===== src/design/ssf_pkg.sv =====
/*
 * Constants shared by the serial status flag block: register offsets,
 * status and control bit positions and values after reset.
 * Assumes a register port with a two-bit word address.
 */
package ssf_pkg;

    // ------------------------------------------------------------
    // Register offsets (word index on the register port)
    // ------------------------------------------------------------
    localparam logic [1:0] ADDR_STATUS = 2'h0;
    localparam logic [1:0] ADDR_CTRL = 2'h1;
    localparam logic [1:0] ADDR_RX_DATA = 2'h2;
    localparam logic [1:0] ADDR_TX_DATA = 2'h3;

    // ------------------------------------------------------------
    // Status bit positions and reset value
    // ------------------------------------------------------------
    localparam int BIT_TX_EMPTY = 7;
    localparam int BIT_RX_FULL = 6;
    localparam int BIT_OVERRUN = 5;
    localparam int BIT_FRAMING = 4;
    localparam int BIT_PARITY = 3;
    localparam int BIT_TX_DONE = 2;
    localparam int BIT_MP = 1;
    localparam logic [7:0] STATUS_RESET = 8'h84;
    // Flags that software clears by read-one then write-zero
    localparam logic [7:0] CLEARABLE = 8'hf8;

    // ------------------------------------------------------------
    // Control bit positions and reset value
    // ------------------------------------------------------------
    localparam int CTL_TX_EN = 0;
    localparam int CTL_RX_EN = 1;
    localparam int CTL_CARD = 2;
    localparam int CTL_SYNC = 3;
    localparam int CTL_PAR_EN = 4;
    localparam int CTL_PAR_ODD = 5;
    localparam int CTL_MP_FMT = 6;
    localparam logic [7:0] CTRL_RESET = 8'h00;
    localparam logic [7:0] DATA_RESET = 8'h00;

endpackage


===== src/design/ssf_status.sv =====
/*
 * Status flag logic of a serial unit: the 8-bit serial status register
 * with its set and clear conditions, a control register, receive and
 * transmit holding registers, and the stall lines to the shift engines.
 * Assumes the shift engines run on clk and give one-cycle event pulses;
 * standby is a synchronous level from the chip's power logic.
 */
// Chosen here: the placing of the registers and the address-and-strobe port.
`timescale 1ns/1ps

module ssf_status (
    input wire logic clk,
    input wire logic rst_n,
    input wire logic standby,
    input wire logic [1:0] reg_addr,
    input wire logic [7:0] reg_wdata,
    input wire logic reg_wr,
    input wire logic reg_rd,
    output logic [7:0] reg_rdata,
    input wire logic tx_take,
    input wire logic tx_last_bit,
    output logic tx_load,
    output logic [7:0] tx_char,
    input wire logic rx_done,
    input wire logic [7:0] rx_char,
    input wire logic rx_parity_bit,
    input wire logic rx_stop_bit,
    input wire logic rx_mp_bit,
    input wire logic card_err_sample,
    input wire logic card_err_level,
    output logic rx_stall,
    output logic tx_stall,
    output logic transmit_enable,
    output logic receive_enable,
    output logic card_mode_select,
    output logic sync_mode
);

    // ------------------------------------------------------------
    // Storage
    // ------------------------------------------------------------
    logic [7:0] status_ff, nxt_status;
    logic [7:0] armed_ff, nxt_armed;
    logic [7:0] ctrl_ff, nxt_ctrl;
    logic [7:0] rx_data_ff, nxt_rx_data;
    logic [7:0] tx_hold_ff, nxt_tx_hold;
    logic [7:0] tx_char_ff, nxt_tx_char;
    logic [7:0] rdata_ff, nxt_rdata;

    logic st_rd, st_wr;
    logic rx_accept, rx_ferr, rx_perr;
    logic par_en, par_odd, mp_fmt;

    // ------------------------------------------------------------
    // Decode and receive checks
    // ------------------------------------------------------------
    // Control fields
    assign transmit_enable = ctrl_ff[ssf_pkg::CTL_TX_EN];
    assign receive_enable = ctrl_ff[ssf_pkg::CTL_RX_EN];
    assign card_mode_select = ctrl_ff[ssf_pkg::CTL_CARD];
    assign sync_mode = ctrl_ff[ssf_pkg::CTL_SYNC];
    assign par_en = ctrl_ff[ssf_pkg::CTL_PAR_EN];
    assign par_odd = ctrl_ff[ssf_pkg::CTL_PAR_ODD];
    assign mp_fmt = ctrl_ff[ssf_pkg::CTL_MP_FMT];

    assign st_rd = reg_rd && (reg_addr == ssf_pkg::ADDR_STATUS);
    assign st_wr = reg_wr && (reg_addr == ssf_pkg::ADDR_STATUS);

    // Bit 4 stalls only as framing flag, not as card error signal
    assign rx_stall = status_ff[ssf_pkg::BIT_OVERRUN]
        || (status_ff[ssf_pkg::BIT_FRAMING] && !card_mode_select)
        || status_ff[ssf_pkg::BIT_PARITY];
    assign tx_stall = sync_mode && rx_stall;

    // Characters arriving while disabled or stalled are dropped
    assign rx_accept = rx_done && receive_enable && !rx_stall;
    // Only the first stop bit is presented, so the second is never seen
    assign rx_ferr = !sync_mode && !card_mode_select
        && !rx_stop_bit;
    // Odd parity wants an odd ones count over data and parity bit
    assign rx_perr = par_en && !sync_mode
        && ((^{rx_char, rx_parity_bit}) != par_odd);

    // Holding data goes to the shifter when it asks and data is valid
    assign tx_load = tx_take && transmit_enable && !tx_stall
        && !status_ff[ssf_pkg::BIT_TX_EMPTY];
    assign tx_char = tx_char_ff;
    assign reg_rdata = rdata_ff;

    // ------------------------------------------------------------
    // Status flags and armed bits
    // ------------------------------------------------------------
    // Software clear first, hardware events after so a set wins
    always_comb begin
        nxt_status = status_ff;
        nxt_armed = armed_ff;
        nxt_rx_data = rx_data_ff;
        // Reading a flag as one arms its clear
        if (st_rd) begin
            nxt_armed = armed_ff
                | (status_ff & ssf_pkg::CLEARABLE);
        end
        if (st_wr) begin
            // Ones ignored; read-only bits never taken from wdata
            for (int i = 3; i < 8; i++) begin
                if (!reg_wdata[i] && armed_ff[i]) begin
                    nxt_status[i] = 1'b0;
                end
            end
            // Clearing transmit-empty also clears transmit-finished
            if (!reg_wdata[ssf_pkg::BIT_TX_EMPTY]
                && armed_ff[ssf_pkg::BIT_TX_EMPTY]) begin
                nxt_status[ssf_pkg::BIT_TX_DONE] = 1'b0;
            end
            nxt_armed = 8'h00;
        end
        // Holding data moved into the shifter
        if (tx_load) begin
            nxt_status[ssf_pkg::BIT_TX_EMPTY] = 1'b1;
        end
        // Last bit left with no fresh data behind it
        if (tx_last_bit && status_ff[ssf_pkg::BIT_TX_EMPTY]) begin
            nxt_status[ssf_pkg::BIT_TX_DONE] = 1'b1;
        end
        // Transmit disabled pins both high; card error flag kept
        if (!transmit_enable) begin
            nxt_status[ssf_pkg::BIT_TX_EMPTY] = 1'b1;
            nxt_status[ssf_pkg::BIT_TX_DONE] = 1'b1;
        end
        // Receive disable itself touches no flag
        if (rx_accept) begin
            if (mp_fmt && !sync_mode) begin
                nxt_status[ssf_pkg::BIT_MP] = rx_mp_bit;
            end
            if (status_ff[ssf_pkg::BIT_RX_FULL]) begin
                // Old data kept, new character dropped
                nxt_status[ssf_pkg::BIT_OVERRUN] = 1'b1;
            end else if (rx_ferr || rx_perr) begin
                // Errored data still lands but is not flagged full
                nxt_rx_data = rx_char;
                if (rx_ferr) begin
                    nxt_status[ssf_pkg::BIT_FRAMING] = 1'b1;
                end
                if (rx_perr) begin
                    nxt_status[ssf_pkg::BIT_PARITY] = 1'b1;
                end
            end else begin
                nxt_rx_data = rx_char;
                nxt_status[ssf_pkg::BIT_RX_FULL] = 1'b1;
            end
        end
        // Error signal returned low by the card
        if (card_mode_select && card_err_sample && !card_err_level) begin
            nxt_status[ssf_pkg::BIT_FRAMING] = 1'b1;
        end
        // Standby overrides every flag and armed bit; receive data can still load
        if (standby) begin
            nxt_status = ssf_pkg::STATUS_RESET;
            nxt_armed = 8'h00;
        end
    end

    always_ff @(posedge clk or negedge rst_n) begin
        if (!rst_n) begin
            status_ff <= ssf_pkg::STATUS_RESET;
            armed_ff <= 8'h00;
            rx_data_ff <= ssf_pkg::DATA_RESET;
        end else begin
            status_ff <= nxt_status;
            armed_ff <= nxt_armed;
            rx_data_ff <= nxt_rx_data;
        end
    end

    // ------------------------------------------------------------
    // Control, transmit data and read port
    // ------------------------------------------------------------
    // Read data valid for one cycle only, zero otherwise
    always_comb begin
        nxt_ctrl = ctrl_ff;
        nxt_tx_hold = tx_hold_ff;
        nxt_tx_char = tx_char_ff;
        nxt_rdata = 8'h00;
        if (reg_wr && reg_addr == ssf_pkg::ADDR_CTRL) begin
            nxt_ctrl = reg_wdata;
        end
        if (reg_wr && reg_addr == ssf_pkg::ADDR_TX_DATA) begin
            nxt_tx_hold = reg_wdata;
        end
        if (tx_load) begin
            nxt_tx_char = tx_hold_ff;
        end
        if (reg_rd) begin
            unique case (reg_addr)
                ssf_pkg::ADDR_STATUS: nxt_rdata = status_ff;
                ssf_pkg::ADDR_CTRL: nxt_rdata = ctrl_ff;
                ssf_pkg::ADDR_RX_DATA: nxt_rdata = rx_data_ff;
                ssf_pkg::ADDR_TX_DATA: nxt_rdata = tx_hold_ff;
            endcase
        end
    end

    always_ff @(posedge clk or negedge rst_n) begin
        if (!rst_n) begin
            ctrl_ff <= ssf_pkg::CTRL_RESET;
            tx_hold_ff <= ssf_pkg::DATA_RESET;
            tx_char_ff <= ssf_pkg::DATA_RESET;
            rdata_ff <= 8'h00;
        end else begin
            ctrl_ff <= nxt_ctrl;
            tx_hold_ff <= nxt_tx_hold;
            tx_char_ff <= nxt_tx_char;
            rdata_ff <= nxt_rdata;
        end
    end

    // ------------------------------------------------------------
    // Checks
    // ------------------------------------------------------------
    // Standby forces the reset image
    property p_standby_image;
        @(posedge clk) disable iff (!rst_n)
        standby |=> status_ff == ssf_pkg::STATUS_RESET;
    endproperty
    a_standby_image: assert property (p_standby_image)
        else $error("status not reset image after standby");

    // Writing one never clears a set receive-full flag
    property p_one_ignored;
        @(posedge clk) disable iff (!rst_n)
        st_wr && reg_wdata[6] && status_ff[6] && !standby
        |=> status_ff[6];
    endproperty
    a_one_ignored: assert property (p_one_ignored)
        else $error("write of one cleared a flag");

    // Unarmed zero write leaves the flag set
    property p_unarmed;
        @(posedge clk) disable iff (!rst_n)
        st_wr && !reg_wdata[5] && !armed_ff[5] && status_ff[5]
        && !standby |=> status_ff[5];
    endproperty
    a_unarmed: assert property (p_unarmed)
        else $error("unarmed zero write cleared overrun");

    // Read-only bits hold across a quiet write
    property p_read_only;
        @(posedge clk) disable iff (!rst_n)
        st_wr && reg_wdata[7] && transmit_enable && !tx_last_bit
        && !rx_done && !standby
        |=> status_ff[2:1] == $past(status_ff[2:1]);
    endproperty
    a_read_only: assert property (p_read_only)
        else $error("read-only status bit changed by write");

    // Read one, then zero write, clears transmit-empty and finished
    property p_tx_clear;
        @(posedge clk) disable iff (!rst_n)
        st_wr && !reg_wdata[7] && armed_ff[7]
        && transmit_enable && !tx_load && !tx_last_bit && !standby
        |=> !status_ff[7] && !status_ff[2];
    endproperty
    a_tx_clear: assert property (p_tx_clear)
        else $error("armed clear of transmit-empty failed");

    // Transmit disabled holds empty and finished high
    property p_tx_off;
        @(posedge clk) disable iff (!rst_n)
        !transmit_enable |=> status_ff[7] && status_ff[2];
    endproperty
    a_tx_off: assert property (p_tx_off)
        else $error("flags not high with transmit disabled");

    // Clean character sets receive-full with its data
    property p_rx_good;
        @(posedge clk) disable iff (!rst_n)
        rx_accept && !status_ff[6] && !rx_ferr && !rx_perr && !standby
        |=> status_ff[6] && rx_data_ff == $past(rx_char);
    endproperty
    a_rx_good: assert property (p_rx_good)
        else $error("good character not flagged full");

    // Overrun keeps old data
    property p_overrun;
        @(posedge clk) disable iff (!rst_n)
        rx_accept && status_ff[6] && !standby
        |=> status_ff[5] && $stable(rx_data_ff);
    endproperty
    a_overrun: assert property (p_overrun)
        else $error("overrun not flagged or data lost");

    // Framing error loads data without receive-full
    property p_framing;
        @(posedge clk) disable iff (!rst_n)
        rx_accept && !status_ff[6] && rx_ferr && !standby
        |=> status_ff[4] && !status_ff[6]
        && rx_data_ff == $past(rx_char);
    endproperty
    a_framing: assert property (p_framing)
        else $error("framing error handling wrong");

    // A set overrun flag blocks reception and, in sync, transmission
    property p_stall;
        @(posedge clk) disable iff (!rst_n)
        status_ff[5] |-> !rx_accept && (!sync_mode || !tx_load);
    endproperty
    a_stall: assert property (p_stall)
        else $error("activity while overrun set");

    // Card error signal sampled low sets bit 4
    property p_card_err;
        @(posedge clk) disable iff (!rst_n)
        card_mode_select && card_err_sample && !card_err_level
        && !standby |=> status_ff[4];
    endproperty
    a_card_err: assert property (p_card_err)
        else $error("card error signal not flagged");

    // Parity error flags bit 3 and leaves receive-full clear
    property p_parity;
        @(posedge clk) disable iff (!rst_n)
        rx_accept && !status_ff[6] && rx_perr && !standby
        |=> status_ff[3] && !status_ff[6];
    endproperty
    a_parity: assert property (p_parity)
        else $error("parity error not flagged");

    // Accepted character in multiproc format copies its extra bit
    property p_mp_capture;
        @(posedge clk) disable iff (!rst_n)
        rx_accept && mp_fmt && !sync_mode && !standby
        |=> status_ff[1] == $past(rx_mp_bit);
    endproperty
    a_mp_capture: assert property (p_mp_capture)
        else $error("multiproc bit not captured");

    // Receive disabled: data, full, overrun and parity hold
    property p_rx_off_keep;
        @(posedge clk) disable iff (!rst_n)
        !receive_enable && !st_wr && !standby
        |=> $stable(status_ff[6:5]) && $stable(status_ff[3])
        && $stable(rx_data_ff);
    endproperty
    a_rx_off_keep: assert property (p_rx_off_keep)
        else $error("receive state changed while disabled");

    // Card error flag survives transmit disable
    property p_card_kept;
        @(posedge clk) disable iff (!rst_n)
        card_mode_select && status_ff[4] && !transmit_enable
        && !st_wr && !standby |=> status_ff[4];
    endproperty
    a_card_kept: assert property (p_card_kept)
        else $error("card error flag lost with transmit off");

    // Armed zero write clears overrun unless a new one arrives
    property p_overrun_clear;
        @(posedge clk) disable iff (!rst_n)
        st_wr && !reg_wdata[5] && armed_ff[5] && !rx_accept && !standby
        |=> !status_ff[5];
    endproperty
    a_overrun_clear: assert property (p_overrun_clear)
        else $error("armed zero write left overrun set");

endmodule


===== config.mk =====
export PLATFORM = sky130hd
export DESIGN_NAME = ssf_status
export DESIGN_NICKNAME = d
export VERILOG_FILES = /design/src/design/ssf_pkg.sv /design/src/design/ssf_status.sv
export SDC_FILE = /design/constraint.sdc
export NUM_CORES = 1
export LEC_CHECK = 0
export ABC_AREA = 1
export BUFFER_PORTS_ARGS = -buffer_cell sky130_fd_sc_hd__buf_2
export CORE_UTILIZATION = 53
export DETAILED_ROUTE_END_ITERATION = 8
export PLACE_DENSITY_LB_ADDON = 0.3
export SLEW_MARGIN = 10
export SYNTH_ARGS = -nofsm -noshare
export SYNTH_HDL_FRONTEND = slang
export SYNTH_SLANG_ARGS = --single-unit

===== constraint.sdc =====
create_clock -name clk -period 1.7 [get_ports clk]
set_input_delay 0 -clock clk [delete_from_list [all_inputs] [get_ports clk]]
set_output_delay 0 -clock clk [all_outputs]
set_load 0.01 [all_outputs]

==> results.py, run 1 <==
metrics = {
    "sta": {
        "tightest_slew_ns": 0.704,
        "slew_headroom_pct": 53.0,
        "final.setup_skew_ns": 0.00339,
        "rsz0062_at_grt": "false",
        "tns_ns": 0,
        "clock.fmax_ghz": 0.662,
        "hold_viol": 0,
        "final_max_slew_viol_count": 0,
        "period_minus_slack_ns": 1.51,
        "period_share_pct": 88.9,
        "finalSetupViolCount": 0,
    },
    "min_path": {
        "hold_class": "primary input to register",
        "whs_path_depth": 3,
    },
    "worst_setup_path": {
        "reg2regPathDepth": 9,
        "end_kind": "output pin",
        "worst-setup-path-type": "register to output pin",
        "cp_max_fo": 8,
        "crit_arrival_ns": 1.51,
        "required_ns": 1.70,
        "startpoint_type": "register",
    },
    "placed_design": {
        "gp_congestion": 0.904,
        "placed_cell_area_mm2": 0.00275,
        "port-buffer-count": 53,
        "place_hpwl_um": 4200,
    },
    "finish": {
        "finalNetCount": 389,
        "fillers": 351,
        "finish.instance_area_mm2": 0.00307,
        "drive_gt1_share_pct": 24.0,
        "syn_to_final_growth_pct": 26.0,
        "n_antenna_cell": 0,
    },
    "clock_tree": {
        "post_cts_buffers": 0,
        "cts_root_buf": "clkbuf_8",
        "clk_latency_ns": 0.31,
        "clock_path_buffers": 2,
        "cts_tree": "built",
        "cts_buffers": 5,
        "clkTransAtPathRegs_ns": 0.09,
        "clock_sinks": 52,
        "htreeDepth": 2,
    },
    "floorplanning": {
        "coreArea_mm2": 0.00438,
        "fp.dieArea_mm2": 0.00487,
        "ioPinCount": 54,
        "rows": 24,
        "die_w_um": 69.8,
        "die_h_um": 69.8,
        "start_util_pct": 55.6,
    },
    "route": {
        "num_vias": 2153,
        "via_per_inst": 5.24,
        "first_iter_violations": 155,
        "drc": 0,
        "antenna_left": 0,
        "dr.pass1.iters": 4,
        "post_drt_wl_per_cell_um": 13.9,
        "routed_wl_um": 5730,
    },
    "global_route": {
        "grt_pass1_vias": 2049,
        "grt_pass1_wl_um": 9540,
        "grt_max_degree": 34,
        "overflow": 0,
        "antenna_found_initial": 0,
        "grt_usage_pct": 25.7,
    },
    "synth": {
        "yosysSeqAreaShare_pct": 53.5,
        "ys_seq_elements": 52,
        "yosysUniqueCellTypes": 33,
        "yosysWarnings": 0,
        "syn_avg_cell_area_um2": 8.61,
        "synth_nets": 314,
        "netlist_area_mm2": 0.00244,
        "synth_cells": 283,
    },
    "job": {
        "cap_violations": 0,
    },
    "run_status": {
        "status": "finished clean",
    },
    "power_and_ir_drop": {
        "power_density_mw_per_mm2": 1050,
        "peakVddDrop_uv": 637,
        "power.leakage_nw": 1.63,
        "power_mw": 3.23,
    },
}
metal layers:
layer	share of wire (%)	track usage, %	up-vias	routed length [µm]
met5	0	0	-	0
met4	2.1	9.78	0	118
met3	4.2	4.94	9	242
met2	50	42.3	63	2860
met1	44	33.7	1027	2500
li1	-	-	1054	-
through the flow:
step | util [%] | worst slack [ns] | instances | hold WS, ns
finish | 70.0 | 0.189 | 411 | 0.00621
global route | 70.0 | 0.112 | 411 | 0.0161
CTS | 70.0 | 0.0183 | 411 | 0.0000319
detailed placement | 62.8 | 0.281 | 387 | 0.0820
global placement | 62.8 | 0.341 | 387 | 0.0818
floorplan | - | 0.308 | 283 | -0.296
sequential cells by signal, summed over array words and instances, names as in the netlist:
name and cells:
ctrl_ff 8, status_ff 7, rx_data_ff 8, armed_ff 5, tx_hold_ff 8, tx_char 8
reg_rdata 8
cell type report:
class                   instances  area (µm²)  share of cell area, %
flip-flops and latches         52        1300                   42.5
clock buffers                   5        68.8                   2.24
clock inverters                 3        90.1                   2.93
multi-input cells             189         950                   30.9
repair buffers                 72         448                   14.6
inverters                      38         145                   4.73
well taps                      52        65.1                   2.12
worst max-delay path, stage by stage, from the launching register on:
cell and delay, ns:
dfrtp_1 0.47, o21ai_2 0.19, inv_2 0.07, o21ai_1 0.20, inv_2 0.12, buf_2 0.16
cells by family (layout without fill, tap and decap cells):
| kind of cell | count (synthesis) | after routing | share of synthesized area, % |
|---|---|---|---|
| flops | 52 | 52 | 53.5 |
| xor+xnor | 5 | 5 | 1.80 |
| buf+inv | 42 | 118 | 7.55 |
| compound gates | 59 | 59 | 14.5 |
| simple gates | 125 | 125 | 22.6 |
power breakdown:
| group | switching (mW) | internal [mW] |
|---|---|---|
| Clock | 0.403 | 0.735 |
| Sequential | 0.140 | 1.40 |
| Combinational | 0.322 | 0.229 |
cell usage in the layout, fill, tap and decap left out:
cell type / n
nand3_1: 5
o21ai_0: 23
nor3_1: 2
a221oi_1: 6
o31ai_1: 3
clkbuf_8: 5
dfstp_2: 2
nand2_1: 97
xor2_1: 2
nor2_2: 3
nand3_4: 1
a21oi_1: 14
dlygate4sd3_1: 16
nor2_8: 1
nand2_2: 1
dfrtp_1: 50
buf_2: 53
or2_4: 1
o21ai_2: 4
inv_4: 1
nor2_1: 9
buf_4: 3
nand2_4: 1
inv_2: 5
xnor2_1: 3
inv_1: 32
nor4_1: 1
nor3b_1: 1
o21ai_1: 2
bufinv_16: 3
a31oi_1: 3
a211oi_1: 2
o211ai_1: 1
a22oi_1: 1
nor2_4: 2
worst paths after layout:
path | start | slack [ns] | to
max | ctrl_ff[2] | 0.19 | tx_load
max in group asynchronous | rst_n | 0.81 | rx_data_ff[2]
min in group asynchronous | rst_n | 0.28 | tx_char[1]
min | reg_wdata[6] | 0.006 | ctrl_ff[6]
max reg2reg | status_ff[5] | 0.31 | status_ff[6]
min reg2reg | tx_char[5] | 0.48 | tx_char[5]
synthesized netlist by cell type:
| cell type | instances | area [µm²] |
|---|---|---|
| dfrtp_1 | 50 | 1250 |
| or2_4 | 1 | 8.76 |
| buf_6 | 3 | 33.8 |
| clkinv_1 | 1 | 3.75 |
| xnor2_1 | 3 | 26.3 |
| buf_2 | 1 | 5.00 |
| nor2_1 | 9 | 33.8 |
| nor4_1 | 1 | 6.26 |
| nor3_1 | 2 | 10.0 |
| xor2_1 | 2 | 17.5 |
| nand3_4 | 1 | 17.5 |
| o31ai_1 | 3 | 22.5 |
| inv_1 | 32 | 120 |
| a21oi_1 | 14 | 70.1 |
| a22oi_1 | 1 | 7.51 |
| nor2_4 | 2 | 22.5 |
| o21ai_0 | 23 | 115 |
| inv_2 | 4 | 15.0 |
| dfstp_2 | 2 | 52.6 |
| nand3_1 | 5 | 25.0 |
| nor3b_1 | 1 | 7.51 |
| nor2_2 | 3 | 18.8 |
| inv_4 | 1 | 6.26 |
| o21ai_1 | 2 | 10.0 |
| o211ai_1 | 1 | 7.51 |
| nand2_1 | 97 | 364 |
| a221oi_1 | 6 | 52.6 |
| o21ai_2 | 4 | 35.0 |
| a31oi_1 | 3 | 18.8 |
| a211oi_1 | 2 | 15.0 |
| nand2_4 | 1 | 11.3 |
| nand2_2 | 1 | 6.26 |
| nor2_8 | 1 | 20.0 |
what timing repair did:
item                       in CTS  in global routing
setup endpoints to repair       0                  1
resized for setup               0                  1
hold buffers                   16                  0
hold endpoints to repair       52                  0
(Power assumes the default switching activity.)
==> run 2: changes to the inputs <==
--- a/config.mk
+++ b/config.mk
@@ -7,9 +7,10 @@
 export LEC_CHECK = 0
 export ABC_AREA = 1
 export BUFFER_PORTS_ARGS = -buffer_cell sky130_fd_sc_hd__buf_2
-export CORE_UTILIZATION = 53
+export CORE_UTILIZATION = 48
 export DETAILED_ROUTE_END_ITERATION = 8
 export PLACE_DENSITY_LB_ADDON = 0.3
+export SKIP_LAST_GASP = 1
 export SLEW_MARGIN = 10
 export SYNTH_ARGS = -nofsm -noshare
 export SYNTH_HDL_FRONTEND = slang
==> constraint.sdc (replaced) <==
create_clock -name clk -period 1.3 [get_ports clk]
set_input_delay 0 -clock clk [delete_from_list [all_inputs] [get_ports clk]]
set_output_delay 0 -clock clk [all_outputs]
set_load 0.01 [all_outputs]
==> run 2 against run 1 <==
Die area increased by 10%; non-clock buffer count increased by 14; sequential share of layout area decreased by 1.7 points; sequential power increased by 31%; global-route usage decreased by 0.62 points; first-iteration DRC count increased by 9.7%; sequential cell count unchanged; worst setup slack got worse by 0.27 ns; critical path depth increased by 1; clock power decreased by 17%; clock skew increased by 0.0061 ns; the run now ends with setup timing left; combinational power increased by 48%; critical endpoint unchanged.
==> results.py, run 2 (synthesis gave the netlist of run 1 again) <==
metrics = {
    "job": {
        "cap_violations": 0,
    },
    "sta": {
        "rsz0062_at_grt": "true",
        "final.setup_skew_ns": 0.00945,
        "fin_ws_ns": -0.0833,
        "period_minus_slack_ns": 1.38,
        "whs_ns": 0.0316,
        "final_max_slew_viol_count": 0,
        "tightest_slew_ns": 0.479,
        "period_share_pct": 106,
        "slew_headroom_pct": 68.1,
        "finalSetupViolCount": 7,
        "hold_viol": 0,
        "clock.fmax_ghz": 0.723,
    },
    "worst_setup_path": {
        "worst-setup-path-type": "register to output pin",
        "worstPathCellList": "inv_2 -> o21ai_2 -> inv_2 -> o21ai_2 -> clkinv_2 -> buf_2",
        "r2r_start": "status_ff[3]",
        "reg2regPathDepth": 9,
        "cp_max_fo": 3,
        "crit_end": "tx_load",
        "ff2ff_setup_slack_ns": -0.08,
        "end_kind": "output pin",
        "regToRegEndpoint": "status_ff[6]",
        "startpoint": "status_ff[4]",
        "required_ns": 1.30,
        "crit_arrival_ns": 1.38,
        "startpoint_type": "register",
        "cpPeakStageDelay_ns": 0.38,
        "cp_slowest_cell": "dfrtp_1",
    },
    "global_route": {
        "grt_pass1_vias": 2139,
        "grt_pass1_wl_um": 9870,
        "grt_usage_pct": 25.1,
        "overflow": 0,
        "grt_max_degree": 26,
        "antenna_found_initial": 0,
    },
    "placed_design": {
        "placed_cell_area_mm2": 0.00283,
        "port-buffer-count": 53,
        "gp_congestion": 0.884,
        "pre_cts_slack_ns": -0.0531,
        "place_hpwl_um": 4460,
    },
    "power_and_ir_drop": {
        "power.leakage_nw": 1.69,
        "power_density_mw_per_mm2": 1180,
        "power_mw": 3.78,
        "peakVddDrop_uv": 607,
    },
    "route": {
        "dr.pass1.iters": 4,
        "drc": 0,
        "num_vias": 2190,
        "first_iter_violations": 170,
        "antenna_left": 0,
        "wl_met2_um": 2990,
        "met3_length_um": 219,
        "via_per_inst": 4.98,
        "routed_wl_um": 6070,
        "post_drt_wl_per_cell_um": 13.8,
        "met1_length_um": 2680,
        "routed.top_layer": "met4",
    },
    "clock_tree": {
        "clk_latency_ns": 0.31,
        "cts_root_buf": "clkbuf_8",
        "cts_tree": "built",
        "clkTransAtPathRegs_ns": 0.09,
        "cts_buffers": 5,
        "clock_path_buffers": 2,
        "clock_sinks": 52,
        "htreeDepth": 2,
    },
    "floorplanning": {
        "die_h_um": 73.3,
        "rows": 25,
        "die_w_um": 73.3,
        "ioPinCount": 54,
        "coreArea_mm2": 0.00482,
        "start_util_pct": 50.6,
        "fp.dieArea_mm2": 0.00537,
    },
    "finish": {
        "n_antenna_cell": 0,
        "fillers": 410,
        "finish.instance_area_mm2": 0.00320,
        "finalNetCount": 403,
        "mostFrequentLayoutCell": "nand2_1",
        "final_cell_mix": "nand2_1, buf_2, dfrtp_1, inv_1, o21ai_0",
        "syn_to_final_growth_pct": 31.3,
        "drive_gt1_share_pct": 29.5,
        "post-route-util_pct": 66.4,
        "final-seq-area_mm2": 0.00131,
        "multiInputGateArea_um2": 993,
    },
    "run_status": {
        "status": "complete, but fails checks",
        "violations": "setup timing",
    },
    "min_path": {
        "hold_class": "primary input to register",
    },
}
## run 2: worst min path at each step
stage | start | endpoint | slack, ns | cells past startpoint
2_1_floorplan | rst_n | armed_ff[3] | -0.30 | 0
3_3_place_gp | rst_n | reg_rdata[5] | -0.02 | 1
3_5_place_dp | rst_n | reg_rdata[5] | -0.02 | 1
4_1_cts | standby | status_ff[6] | -0.04 | 2
5_1_grt | reg_wdata[3] | tx_hold_ff[3] | 0.03 | 3
6_report | reg_wdata[3] | status_ff[3] | 0.03 | 3
## run 2: cell type report
class	count	area share (%)
flip-flops and latches	52	40.8
multi-input cells	189	31.1
repair buffers	86	18.0
inverters	38	4.65
clock buffers	7	2.70
well taps	67	2.62
clock inverters	1	0.235
## run 2: worst max-delay path, delay by kind of cell (launching register included)
kind	cells	cell delay, ns
flops	1	0.38
buf+inv	4	0.38
compound gates	2	0.32
## run 2: repair_timing
| item | in CTS | in global routing |
|---|---|---|
| resized for setup | 3 | 13 |
| hold buffers | 16 | 2 |
| endpoints found under the setup margin | 5 | 21 |
| pin swaps | 2 | 3 |
| buffers inserted | 6 | 0 |
| endpoints found under the hold margin | 41 | 6 |
## run 2: report_power, final
group	internal, mW	switching (mW)
clock network	0.433	0.512
registers	1.84	0.181
logic	0.358	0.457
total	2.63	1.15
## run 2: per-stage QoR
| step | instances | TNS, ns |
|---|---|---|
| after CTS | 438 | -0.480 |
| after global routing | 440 | -1.34 |
| after global placement | 408 | -0.00236 |
| after detailed placement | 408 | -0.0531 |
| final | 440 | -0.336 |
| after floorplan | 283 | -0.129 |
## run 2: routing by layer
metal / vias to the layer above / GRT usage (%)
met5: - / 0
li1: 1091 / -
met3: 16 / 5.35
met2: 72 / 43.3
met1: 1011 / 30.5
met4: 0 / 10.0
==> run 3: changes to the inputs <==
--- a/config.mk
+++ b/config.mk
@@ -5,8 +5,8 @@
 export SDC_FILE = /design/constraint.sdc
 export NUM_CORES = 1
 export LEC_CHECK = 0
-export ABC_AREA = 1
 export BUFFER_PORTS_ARGS = -buffer_cell sky130_fd_sc_hd__buf_2
+export CAP_MARGIN = 10
 export CORE_UTILIZATION = 48
 export DETAILED_ROUTE_END_ITERATION = 8
 export PLACE_DENSITY_LB_ADDON = 0.3
==> run 3 against run 2 <==
Die area fell by 4.1%; worst setup slack got worse by 0.12 ns; clock-buffer cell count fell by 1; the run still ends with setup timing left; combinational power rose by 39%; cell area rose by 3.3%; non-clock buffer count rose by 17; largest cell class unchanged; largest power group unchanged; final cell count fell by 22%; register-to-register slack got worse by 0.12 ns; critical endpoint is now tx_char[2]; clock skew rose by 0.0016 ns; total power rose by 16%.
==> results.py, run 3 <==
metrics = {
    "route": {
        "routed_wl_um": 5840,
        "drc": 0,
        "met1_length_um": 2720,
        "antenna_left": 0,
        "wl_met2_um": 2820,
        "num_vias": 1850,
        "first_iter_violations": 77,
        "via_per_inst": 5.38,
        "post_drt_wl_per_cell_um": 17.0,
        "routed.top_layer": "met4",
        "met3_length_um": 197,
        "dr.pass1.iters": 4,
    },
    "worst_setup_path": {
        "required_ns": 1.50,
        "worst-setup-path-type": "register to register",
        "cp_max_fo": 5,
        "startpoint_type": "register",
        "crit_arrival_ns": 1.71,
        "end_kind": "register",
    },
    "finish": {
        "final_cell_mix": "buf_2, dfrtp_1, nand2_1, mux2_2, buf_4",
        "mostFrequentLayoutCell": "buf_2",
        "finalNetCount": 320,
        "n_antenna_cell": 0,
        "syn_to_final_growth_pct": 41.5,
        "final_cells": 344,
        "drive_gt1_share_pct": 47.6,
        "fillers": 341,
        "post-route-util_pct": 70.5,
    },
    "synth": {
        "synth_cells": 182,
        "ys.flop_type": "dfrtp_1",
        "yosysWarnings": 0,
        "synth_mux_area_share_pct": 19.2,
        "synth_commonest_cells": "dfrtp_1, nand2_1, mux2_2",
        "synth-xor-area-share_pct": 3.59,
        "synth_edf_count": 0,
        "synth-compound-area-share_pct": 4.71,
        "synth_top_area_share_pct": 53.6,
        "ys_async_sr_fraction_pct": 100,
        "synth_top_family_by_area": "multiplexers",
        "netlist_area_mm2": 0.00234,
        "syn_avg_cell_area_um2": 12.8,
        "yosysTopAreaCell": "dfrtp_1",
        "synthSimpleGateAreaFrac_pct": 15.9,
        "yosysMostFrequentCell": "dfrtp_1",
        "synth_top_cells_by_area": "dfrtp_1, mux2_2, mux4_2",
        "synth_nets": 213,
        "yosysUniqueCellTypes": 34,
        "synth_fa_ha_area_share_pct": 0,
        "ys_seq_elements": 52,
        "yosysSeqAreaShare_pct": 55.8,
    },
    "sta": {
        "tightest_slew_ns": 0.507,
        "whs_ns": 0.0840,
        "period_minus_slack_ns": 1.51,
        "period_share_pct": 116,
        "finalSetupViolCount": 24,
        "slew_headroom_pct": 66.2,
        "hold_viol": 0,
        "rsz0062_at_grt": "true",
        "fin_ws_ns": -0.208,
        "clock.fmax_ghz": 0.663,
        "final.setup_skew_ns": 0.0111,
        "final_max_slew_viol_count": 0,
    },
    "floorplanning": {
        "fp.dieArea_mm2": 0.00515,
        "coreArea_mm2": 0.00469,
        "start_util_pct": 49.8,
        "rows": 25,
        "die_w_um": 71.8,
        "ioPinCount": 54,
        "die_h_um": 71.8,
    },
    "clock_tree": {
        "cts_root_buf": "clkbuf_8",
        "clk_latency_ns": 0.30,
        "cts_tree": "built",
        "cts_buffers": 5,
        "htreeDepth": 2,
        "clkTransAtPathRegs_ns": 0.10,
        "clock_sinks": 52,
        "clock_path_buffers": 2,
    },
    "power_and_ir_drop": {
        "power_density_mw_per_mm2": 1320,
        "pwr-share-clk_pct": 26.5,
        "p_seq_share_pct": 47.6,
        "p_int_mw": 3.16,
        "power.leakage_nw": 1.63,
        "power_frac_comb_pct": 25.8,
        "swShare_pct": 27.6,
        "peakVddDrop_uv": 862,
        "power_switching_mw": 1.21,
    },
    "job": {
        "cap_violations": 0,
    },
    "placed_design": {
        "placedCellCount": 311,
        "pre_cts_slack_ns": -0.169,
        "gp_congestion": 0.851,
        "place_hpwl_um": 4120,
        "port-buffer-count": 53,
    },
    "global_route": {
        "grt_pass1_vias": 1899,
        "grt_usage_pct": 24.5,
        "overflow": 0,
        "antenna_found_initial": 0,
        "grt_pass1_wl_um": 9360,
        "grt_max_degree": 26,
    },
    "run_status": {
        "violations": "setup timing",
        "status": "complete, but fails checks",
    },
    "min_path": {
        "hold_class": "primary input to register",
    },
}
-- run 3: changes by cell type after synthesis, moves of 7 or more --
| cell | delta |
|---|---|
| and2_1 | +10 |
| inv_1 | -31 |
| mux4_2 | +7 |
| nand2_1 | -66 |
| mux2_2 | +25 |
| o21ai_0 | -22 |
-- run 3: power by group through the flow --
stage	clock network, mW	registers, mW	logic (mW)
final	1.16	2.08	1.13
after global routing	1.24	2.10	1.23
after floorplan	0	2.07	0.530
after detailed placement	0	2.09	0.962
after CTS	1.17	2.08	1.08
after global placement	0	2.09	0.936
-- run 3: path summary, 6_finish.rpt --
kind | from | endpoint | slack [ns] | cells after the start
max | status_ff[5] | tx_char[2] | -0.21 | 5
min | rx_stop_bit | status_ff[4] | 0.08 | 4
max reg2reg | status_ff[5] | tx_char[2] | -0.21 | 5
min reg2reg | rx_data_ff[0] | rx_data_ff[0] | 0.50 | 2
max in group asynchronous | rst_n | rx_data_ff[4] | 0.60 | 3
min in group asynchronous | rst_n | tx_char[1] | 0.19 | 2
-- run 3: through the flow --
step | cell area, µm² | power (mW) | TNS, ns
final | 3310 | 4.36 | -3.22
after detailed placement | 2860 | 3.05 | -1.41
after global routing | 3310 | 4.57 | -4.28
after global placement | 2860 | 3.03 | -0.901
after floorplan | 2350 | 2.60 | -2.82
after CTS | 3260 | 4.33 | -2.21
-- run 3: metal layers --
layer / global-route usage, % / vias to the layer above
met2: 40.0 / 52
met1: 33.6 / 935
met3: 4.78 / 9
met4: 7.41 / 0
li1: - / 854
met5: 0 / -
-- run 3: kinds of logic after synthesis --
group                  Yosys count
XOR/XNOR                         8
AND/OR/NAND/NOR                 70
flip-flops                      52
AO/OA/AOI/OAI                   15
buffers and inverters            4
multiplexers                    33
-- run 3: repair_timing --
action,4_1_cts,5_1_grt
pin swaps,7,7
gates resized for setup,12,9
buffers inserted,3,4
hold endpoints to repair,46,0
setup endpoints to repair,23,26
hold buffers,20,0
-- run 3: critical path: stages (launching register included) --
cell      delay [ns]
dfrtp_1         0.43
nor2_4          0.15
nand2_4         0.07
a211oi_4        0.22
buf_4           0.19
mux2_2          0.34
-- run 3: layout make-up --
| cell class | count | area, µm² | area share [%] |
|---|---|---|---|
| flip-flops and latches | 52 | 1310 | 39.5 |
| multi-input cells | 126 | 1060 | 32.1 |
| repair buffers | 103 | 746 | 22.6 |
| clock buffers | 6 | 82.6 | 2.50 |
| well taps | 54 | 67.6 | 2.04 |
| clock inverters | 2 | 38.8 | 1.17 |
| inverters | 1 | 3.75 | 0.114 |
